==> config.mk <==
export PLATFORM = sky130hd
export DESIGN_NAME = global_config_clock_monitor
export DESIGN_NICKNAME = d
export VERILOG_FILES = /design/src/gcfg_pkg.sv /design/src/clock_edge_flag.sv /design/src/global_config_clock_monitor.sv
export VERILOG_INCLUDE_DIRS = /design/src
export SDC_FILE = /design/constraint.sdc
export NUM_CORES = 1
export LEC_CHECK = 0
export ABC_AREA = 1
export BUFFER_PORTS_ARGS = -buffer_cell sky130_fd_sc_hd__clkbuf_2
export CAP_MARGIN = 5
export CORE_MARGIN = 2
export CORE_UTILIZATION = 45
export CTS_CLUSTER_DIAMETER = 200
export DETAILED_ROUTE_END_ITERATION = 12
export PLACE_DENSITY = 0.7
export SYNTH_ARGS = -nofsm -noshare
export SYNTH_HDL_FRONTEND = slang
export SYNTH_SLANG_ARGS = --single-unit
==> constraint.sdc <==
create_clock -name clk -period 1.7 [get_ports clk]
set_clock_uncertainty 0.05 [all_clocks]
set_input_delay 0.17 -clock clk [delete_from_list [all_inputs] [get_ports clk]]
set_output_delay 0.17 -clock clk [all_outputs]
set_load 0.05 [all_outputs]
==> src/gcfg_map.svh <==
// register map, field positions and reset values for the global config block
`ifndef GCFG_MAP_SVH
`define GCFG_MAP_SVH

`define GCFG_ADDR_W 11
`define GCFG_QUAD_SPAN 11'h100
`define GCFG_TEST_BASE 11'h400
`define GCFG_OFS_GLOBAL 8'h00
`define GCFG_OFS_CLKMON 8'h01
`define GCFG_ADDR_REFSEL 11'h0BB
`define GCFG_GLOBAL_RESET 8'h00
`define GCFG_REFSEL_RESET 2'h0
`define GCFG_BIT_GPIO_DIR 7
`define GCFG_BIT_GPIO_VAL 6
`define GCFG_BIT_IDLE_GAP 5
`define GCFG_BIT_LOSS_SRC 4
`define GCFG_BIT_MF_FORCE 3
`define GCFG_BIT_OOF_TRUNK 2
`define GCFG_BIT_GLOB_TRUNK 1
`define GCFG_BIT_LINE_MODE 0
`define GCFG_BIT_REF_ACT 4
`define GCFG_BIT_BPTX_ACT 3
`define GCFG_BIT_CTX_ACT 2
`define GCFG_BIT_BPRX_ACT 1
`define GCFG_REF_QUAD 2'h3
`define GCFG_FIRST_QUAD 2'h0

`endif

==> src/gcfg_pkg.sv <==
// shared types for the global config block
package gcfg_pkg;
   typedef logic [7:0] reg_byte_t;
   typedef logic [1:0] quad_t;
endpackage : gcfg_pkg

==> src/clock_edge_flag.sv <==
// rising-edge activity flag for one foreign clock, cleared on read
`timescale 1ns/1ps
`default_nettype none
module clock_edge_flag (
   // clock and reset
   input wire logic clk,
   input wire logic reset,
   // monitored clock
   input wire logic mon_clock,
   // clear request and flag
   input wire logic clear,
   output logic flag
);
   logic s1;
   logic s2;
   logic s3;
   logic s4;
   wire logic rise;

   // s1 only feeds s2; a rise counts once s2 and s3 are both high and s4 is low
   assign rise = s2 & s3 & ~s4;

   always_ff @(posedge clk) begin
      if (reset) begin
         s1 <= 1'b0;
         s2 <= 1'b0;
         s3 <= 1'b0;
         s4 <= 1'b0;
      end else begin
         s1 <= mon_clock;
         s2 <= s1;
         s3 <= s2;
         s4 <= s3;
      end
   end

   // set wins so an edge seen in the read cycle survives
   always_ff @(posedge clk) begin
      if (reset) begin
         flag <= 1'b0;
      end else if (rise) begin
         flag <= 1'b1;
      end else if (clear) begin
         flag <= 1'b0;
      end
   end
endmodule : clock_edge_flag
`default_nettype wire

==> src/global_config_clock_monitor.sv <==
// four-quadrant global configuration and clock activity monitor
//
// Overview of operation
// - direction bit 1 drives general-purpose pin; 0 makes it an input.
// - after reset the general-purpose pin is an input.
// - value bit sets pin when output; reads pin level when input.
// - direction, value and line mode exist only in quadrant one.
// - line mode 1 selects E1 for all quadrants, 0 selects T1.
// - E1 with multiframe force: signaling-multiframe loss forces signaling all ones.
// - loss source bit picks analog (0) or digital (1) loss.
// - in loss, reference output from common clock, else recovered clock.
// - single reference select register chooses the source quadrant.
// - T1 idle gapping withholds framing bits from the inband code detector.
// - out-of-frame trunk bit with store in use: all timeslots idle code.
// - global trunk bit substitutes per-channel trunk data and signaling.
// - activity flags set on rising edges, bits four down to one.
// - any clock monitor read clears all its activity flags except one set by an edge in the same cycle.
// - reference clock flag lives only in quadrant four monitor.
// - writable bits reset to zero and read back as written, except value bit, which reads pin level when input.
`timescale 1ns/1ps
`default_nettype none
`include "gcfg_map.svh"
module global_config_clock_monitor #(
   parameter int QUADS = 4
) (
   // clock and reset
   input wire logic clk,
   input wire logic reset,
   // register port
   input wire logic [`GCFG_ADDR_W-1:0] addr,
   input wire logic wr_en,
   input wire logic rd_en,
   input wire logic [7:0] wr_data,
   output logic [7:0] rd_data,
   // general-purpose pin
   input wire logic gpio_in,
   output logic gpio_out,
   output logic gpio_oe,
   // monitored clocks
   input wire logic common_ref_clock,
   input wire logic [QUADS-1:0] bp_tx_clock,
   input wire logic [QUADS-1:0] common_tx_clock,
   input wire logic [QUADS-1:0] bp_rx_clock,
   // per-quadrant status from framers
   input wire logic [QUADS-1:0] analog_los,
   input wire logic [QUADS-1:0] digital_los,
   input wire logic [QUADS-1:0] out_of_sig_multiframe,
   input wire logic [QUADS-1:0] out_of_frame,
   input wire logic [QUADS-1:0] rx_estore_bypass,
   input wire logic [QUADS-1:0] framing_bit_slot,
   input wire logic [QUADS-1:0] rx_recovered_clk,
   // global controls
   output logic line_mode_select,
   output logic rx_reference_out,
   // per-quadrant controls
   output logic [QUADS-1:0] rx_bp_sig_all_ones,
   output logic [QUADS-1:0] idle_fill_all_slots,
   output logic [QUADS-1:0] global_trunk_cond,
   output logic [QUADS-1:0] inband_data_gap
);
   // ************************************************
   // address decode
   // ************************************************
   wire logic [1:0] quad_sel;
   wire logic [7:0] ofs;
   wire logic in_normal;
   wire logic hit_global;
   wire logic hit_clkmon;
   wire logic hit_refsel;

   assign in_normal = addr < `GCFG_TEST_BASE;
   assign quad_sel = addr[9:8];
   assign ofs = addr[7:0];
   assign hit_refsel = (addr == `GCFG_ADDR_REFSEL);
   assign hit_global = in_normal && (ofs == `GCFG_OFS_GLOBAL);
   assign hit_clkmon = in_normal && (ofs == `GCFG_OFS_CLKMON);

   // ************************************************
   // configuration storage
   // ************************************************
   gcfg_pkg::reg_byte_t global_cfg [QUADS];
   gcfg_pkg::quad_t ref_quad;
   logic [2:0] gpio_sync;

   // only quadrant one holds bits 7, 6 and 0; the rest store bits 5..1
   localparam gcfg_pkg::reg_byte_t Q0_MASK = 8'hFF;
   localparam gcfg_pkg::reg_byte_t QN_MASK = 8'h3E;

   genvar q;
   generate
      for (q = 0; q < QUADS; q++) begin : g_cfg
         wire logic wr_q;
         assign wr_q = wr_en && hit_global && (quad_sel == q[1:0]);
         always_ff @(posedge clk) begin
            if (reset) begin
               global_cfg[q] <= `GCFG_GLOBAL_RESET;
            end else if (wr_q) begin
               global_cfg[q] <= wr_data & ((q == 0) ? Q0_MASK : QN_MASK);
            end
         end
      end
   endgenerate

   always_ff @(posedge clk) begin
      if (reset) begin
         ref_quad <= `GCFG_REFSEL_RESET;
      end else if (wr_en && hit_refsel) begin
         ref_quad <= wr_data[1:0];
      end
   end

   // pin level is asynchronous; three stages, change counts when 2 and 3 agree
   logic gpio_level;
   always_ff @(posedge clk) begin
      if (reset) begin
         gpio_sync <= 3'h0;
         gpio_level <= 1'b0;
      end else begin
         gpio_sync <= {gpio_sync[1:0], gpio_in};
         if (gpio_sync[1] == gpio_sync[2]) begin
            gpio_level <= gpio_sync[2];
         end
      end
   end

   // ************************************************
   // clock activity flags
   // ************************************************
   wire logic clkmon_rd;
   assign clkmon_rd = rd_en && hit_clkmon;

   logic [QUADS-1:0] bptx_act;
   logic [QUADS-1:0] ctx_act;
   logic [QUADS-1:0] bprx_act;
   logic ref_act;
   wire logic [QUADS-1:0] clr_q;

   generate
      for (q = 0; q < QUADS; q++) begin : g_mon
         assign clr_q[q] = clkmon_rd && (quad_sel == q[1:0]);
         clock_edge_flag u_bptx (
            .clk(clk),
            .reset(reset),
            .mon_clock(bp_tx_clock[q]),
            .clear(clr_q[q]),
            .flag(bptx_act[q])
         );
         clock_edge_flag u_ctx (
            .clk(clk),
            .reset(reset),
            .mon_clock(common_tx_clock[q]),
            .clear(clr_q[q]),
            .flag(ctx_act[q])
         );
         clock_edge_flag u_bprx (
            .clk(clk),
            .reset(reset),
            .mon_clock(bp_rx_clock[q]),
            .clear(clr_q[q]),
            .flag(bprx_act[q])
         );
      end
   endgenerate

   // shared reference clock, reported only through quadrant four
   clock_edge_flag u_ref (
      .clk(clk),
      .reset(reset),
      .mon_clock(common_ref_clock),
      .clear(clr_q[`GCFG_REF_QUAD]),
      .flag(ref_act)
   );

   // ************************************************
   // read data
   // ************************************************
   gcfg_pkg::reg_byte_t cfg_view;
   gcfg_pkg::reg_byte_t mon_view;
   wire logic [7:0] next_rd_data;

   always_comb begin
      cfg_view = global_cfg[quad_sel];
      if (quad_sel == `GCFG_FIRST_QUAD && !global_cfg[0][`GCFG_BIT_GPIO_DIR]) begin
         cfg_view[`GCFG_BIT_GPIO_VAL] = gpio_level;
      end
      mon_view = 8'h00;
      mon_view[`GCFG_BIT_BPTX_ACT] = bptx_act[quad_sel];
      mon_view[`GCFG_BIT_CTX_ACT] = ctx_act[quad_sel];
      mon_view[`GCFG_BIT_BPRX_ACT] = bprx_act[quad_sel];
      if (quad_sel == `GCFG_REF_QUAD) begin
         mon_view[`GCFG_BIT_REF_ACT] = ref_act;
      end
   end

   assign next_rd_data = hit_refsel ? {6'h00, ref_quad} :
                         hit_global ? cfg_view :
                         hit_clkmon ? mon_view : 8'h00;

   always_ff @(posedge clk) begin
      if (reset) begin
         rd_data <= 8'h00;
      end else if (rd_en) begin
         rd_data <= next_rd_data;
      end
   end

   // ************************************************
   // control outputs
   // ************************************************
   wire logic e1_mode;
   assign e1_mode = global_cfg[0][`GCFG_BIT_LINE_MODE];

   wire logic [QUADS-1:0] next_sig_ones;
   wire logic [QUADS-1:0] next_idle_fill;
   wire logic [QUADS-1:0] next_glob_trunk;
   wire logic [QUADS-1:0] next_gap;
   wire logic [QUADS-1:0] quad_los;

   generate
      for (q = 0; q < QUADS; q++) begin : g_ctl
         assign next_sig_ones[q] = e1_mode && global_cfg[q][`GCFG_BIT_MF_FORCE]
                                   && out_of_sig_multiframe[q];
         assign next_idle_fill[q] = global_cfg[q][`GCFG_BIT_OOF_TRUNK]
                                    && !rx_estore_bypass[q] && out_of_frame[q];
         assign next_glob_trunk[q] = global_cfg[q][`GCFG_BIT_GLOB_TRUNK];
         assign next_gap[q] = !e1_mode && global_cfg[q][`GCFG_BIT_IDLE_GAP]
                              && framing_bit_slot[q];
         assign quad_los[q] = global_cfg[q][`GCFG_BIT_LOSS_SRC] ?
                              digital_los[q] : analog_los[q];
      end
   endgenerate

   // reference output is a registered mux; its rate is bounded by clk
   wire logic next_ref_out;
   assign next_ref_out = quad_los[ref_quad] ? common_ref_clock
                                            : rx_recovered_clk[ref_quad];

   always_ff @(posedge clk) begin
      if (reset) begin
         gpio_oe <= 1'b0;
      end else begin
         gpio_oe <= global_cfg[0][`GCFG_BIT_GPIO_DIR];
      end
   end

   always_ff @(posedge clk) begin
      if (reset) begin
         gpio_out <= 1'b0;
      end else begin
         gpio_out <= global_cfg[0][`GCFG_BIT_GPIO_VAL];
      end
   end

   always_ff @(posedge clk) begin
      if (reset) begin
         line_mode_select <= 1'b0;
      end else begin
         line_mode_select <= e1_mode;
      end
   end

   always_ff @(posedge clk) begin
      if (reset) begin
         rx_reference_out <= 1'b0;
      end else begin
         rx_reference_out <= next_ref_out;
      end
   end

   always_ff @(posedge clk) begin
      if (reset) begin
         rx_bp_sig_all_ones <= '0;
      end else begin
         rx_bp_sig_all_ones <= next_sig_ones;
      end
   end

   always_ff @(posedge clk) begin
      if (reset) begin
         idle_fill_all_slots <= '0;
      end else begin
         idle_fill_all_slots <= next_idle_fill;
      end
   end

   always_ff @(posedge clk) begin
      if (reset) begin
         global_trunk_cond <= '0;
      end else begin
         global_trunk_cond <= next_glob_trunk;
      end
   end

   always_ff @(posedge clk) begin
      if (reset) begin
         inband_data_gap <= '0;
      end else begin
         inband_data_gap <= next_gap;
      end
   end
endmodule : global_config_clock_monitor
`default_nettype wire

-- Word level (Yosys, flattened, before mapping)
Memory sizes are Yosys's and may differ from the RTL's.
Cells that the tools add are included.
- register bits after elaboration: 99
- bits in writable memories: 32
- input port bits: 65
- memories kept: 1
- memories (name ; words ; width ; read ports ; clocked after Yosys merged registers in ; write ports ; line ; source):
    global_cfg ; 4 ; 8 ; 5 ; 0 ; 4 ; global_config_clock_monitor.sv:81 ; gcfg_pkg::reg_byte_t global_cfg [QUADS];
- order comparisons: 3
- equal/unequal tests: 6
- mux-type cells: 55
- bitwise gates (word level): 43
- reductions and logical operators: 59
- operator list (kind ; count):
    2-to-1 mux 8 bit ; 6
    2-to-1 mux 1 bit ; 43
    logical AND 1 bit ; 38
    AND 1 bit ; 26
    nonzero test 2 bit ; 13
    NOT 1 bit ; 13
    == test 11 x 8 -> 1 bit (second input constant) ; 1
    < comparator 11 bit (second input constant) ; 1
    binary-select mux 1 bit (select 2 bit) ; 5
    == test 8 x 1 -> 1 bit (second input constant) ; 1
    zero test 8 bit ; 1
    zero test 1 bit ; 6
    < comparator 2 x 3 -> 1 bit (second input constant) ; 2
    2-to-1 mux 5 bit ; 1
    == test 2 bit (second input constant) ; 2
    bitwise OR 1 bit ; 4
    == test 2 x 1 -> 1 bit (second input constant) ; 1
    zero test 2 bit ; 1
    == test 1 bit ; 1

-- Logic depth before layout (Yosys ltp)
- depth in word-level cells: 8
- mapped depth: 10

-- Cells and area by module
From an unflattened synthesis, not the netlist that was laid out.
- cells, all modules: 569
- area total of the unflattened synthesis: 4659.5 um^2
- modules (own cells, without submodules) (module ; instances ; cells each ; area each (um^2)):
    global_config_clock_monitor ; 1 ; 335 ; 2642.5
    clock_edge_flag ; 13 ; 18 ; 155.1

-- Worst setup path before layout
Ideal clock, no wire load.
- path kind: input-to-reg
- start point: input port addr[5]
- end point: memory global_cfg[0][0] (netlist name) (enable)
- arrival: 1356 ps
- data required time: 1266 ps
- slack: -90 ps
- stages: 5
- cells stage by stage: nor2_1 nand3_2 nor2_4 nand2_4 o21ai_0
- RTL lines (what ; line ; source):
    start, declared ; global_config_clock_monitor.sv:30 ; input wire logic [`GCFG_ADDR_W-1:0] addr,
    end, declared ; global_config_clock_monitor.sv:81 ;

-- Final worst setup path
- start point: register rd_data[3]
- end point: output port rd_data[3]
- RTL lines (what ; line ; source):
    start, declared ; global_config_clock_monitor.sv:34 ; output logic [7:0] rd_data,
    start signal, assigned ; global_config_clock_monitor.sv:203 ; rd_data <= next_rd_data;
No word-level cell between the ends.

==> results.txt <==
most frequent cells in the layout = nor2_1 (117), dfxtp_1 (99), inv_1 (97)
required time worst endpoint = 1480 ps
Hold Path Origin = wr_en
synth top area cells = dfxtp_1 (44%), edfxtp_1 (15%), nor2_1 (9.6%)
slowest stage delay, CP = 380 ps
clock sinks = 122
DRT Wirelength = 10900 um
I/O Buffers = 92
Yosys cell types = 29
max_cap viols = 0
number of remaining DRC errors = 0
Final nets = 756
largest register by flop count = global_cfg
Max FO, Critical Path = 2
DR pass1 iterations = 5
fmax = 710 MHz
Slew @ Worst Pin = 514 ps
R2R Path Start = global_cfg[0][2]
count of final hold-check violations = 0
CP endpoint kind = primary output
Initial Util = 46.6%
Final min period = 1410 ps
core area = 0.00977 sq mm
fillers = 840
Primary FF master, synth = dfxtp_1
Post-CTS Hold Fix Bufs = 39
Crit-path slowest cell = dfxtp_1
register area share after synthesis = 58.7%
vias per inst = 4.73
maximum vdd ir drop = 0.677 mV
htree depth = 4
mapped cell area = 0.00455 sq mm
power per cell area = 1110 mW/mm^2
biggest regs = global_cfg (23), rd_data (8)
syn_nets = 611
placed wire-length estimate = 7440 um
unrepaired setup endpoints after global routing = false
GP Congestion = 0.882
Area Growth Syn to Fin = 34.3%
initial antenna violation count = 0
crit path from = rd_data[3]
Final Setup Violations = 0
Die ar. = 0.0109 sq mm
Clock Tree Buf Depth = 2
CP top delay family = flip-flops
first-iteration detailed-routing DRC count = 175
Cells after Synth = 546
CP startpoint kind = flop
Layout Utilization = 62.5%
TritonCTS clock tree = done
layout cells sized above 1 = 21.3%
fraction of registers with async set/reset = 0%
die height = 105 um
cts bufs inserted = 17
max reg flops = 23
die width = 105 um
root buffer cell = clkbuf_8
largest net degree at the start of global routing = 75
first-pass GRT wire length = 18100 um
Buf+Inv Stages, Crit Path = 1
post-synth top area share = 43.5%
Final period util = 82.9%
worst-path cell chain = clkbuf_2
Reg clk slew, reported paths = 60 ps
post-CTS setup buffer count = 0
boundary pin count = 93
final antenna-violating net count = 0
detailed-route wire length per cell = 13.0 um
P_leak = 0.00287 uW
Hold Path Class = primary input to flop
number of enable flip-flop cells after synthesis = 23
worst-skew pair later-pin latency = 510 ps
register bit total from synthesis = 122
area leader, netlist = dfxtp_1
setup tns final = 0 ps
Slew Limit Headroom = 65.7%
post-CTS sizing = 0
CP arrival = 1190 ps
vias in the first global route = 3860
Worst Setup Path Type = flop to primary output
syn avg cell area = 8.34 sq um
outcome = finished, final reports clean
Row Count = 36
Ys Warns = 0
gr usage total = 20.8%
diode count = 0
GRT overflow = 0
Vias = 3955
Final Max Tran Viols = 0
most common cell after layout, fill and taps aside = nor2_1
logic make-up after synthesis:
family	share of synthesized area, %
AOI/OAI and AO/OA	6.40
buffers and inverters	10.1
DFF	58.7
and+or+nand+nor	24.7
through the flow:
stage               worst slack [ps]  cell area, sq um  std cells  hold WS, ps  total power (uW)
floorplan                        127              4550        546          196              3400
global placement                 188              5190        766          283              3570
detailed placement               106              5190        766          285              3580
CTS                              278              6110        837         6.78              6790
global route                     250              6110        837         48.2              7020
finish                           291              6110        837         36.5              6760
final cells by class:
| class | instances | area, sq um | area share [%] |
|---|---|---|---|
| multi-input combinational | 308 | 1420 | 23.2 |
| sequential | 122 | 2670 | 43.7 |
| clock inverter | 13 | 92.6 | 1.51 |
| clock buffer | 19 | 442 | 7.22 |
| tap | 133 | 166 | 2.72 |
| timing repair buffer | 141 | 938 | 15.3 |
| inverter | 101 | 384 | 6.28 |
layer usage:
metal	track usage, %	wire (um)	vias up
met5	0	0	-
met4	7.33	148	0
met3	5.86	641	13
met2	34.9	5330	119
met1	25.8	4740	1841
li1	-	-	1982
final timing paths:
check                           slack (ps)                     end  depth (start not counted)
worst max register to register         400  idle_fill_all_slots[0]                          3
worst min-delay path                    40             ref_quad[0]                          3
worst max-delay path                   290              rd_data[3]                          1
worst min register to register         350      g_mon[2].u_bptx.s2                          2
report_power, final:
part | internal, uW | switching, uW | total (uW) | leakage, uW
Clock | 1870 | 1300 | 3170 | 0.000265
Sequential | 3040 | 40.3 | 3080 | 0.00103
Combinational | 196 | 309 | 505 | 0.00158
Total | 5110 | 1650 | 6760 | 0.00287
synth_stat cells (3+ instances only):
master,count
o41ai_1,13
nand2_1,95
nand3_2,3
nor3_1,6
edfxtp_1,23
buf_2,5
nor2_2,3
dfxtp_1,99
nand3_1,26
inv_1,97
a21oi_1,13
nor2_1,117
nand4_1,3
o21ai_0,18
buf_1,6
(Power assumes the default switching activity.)
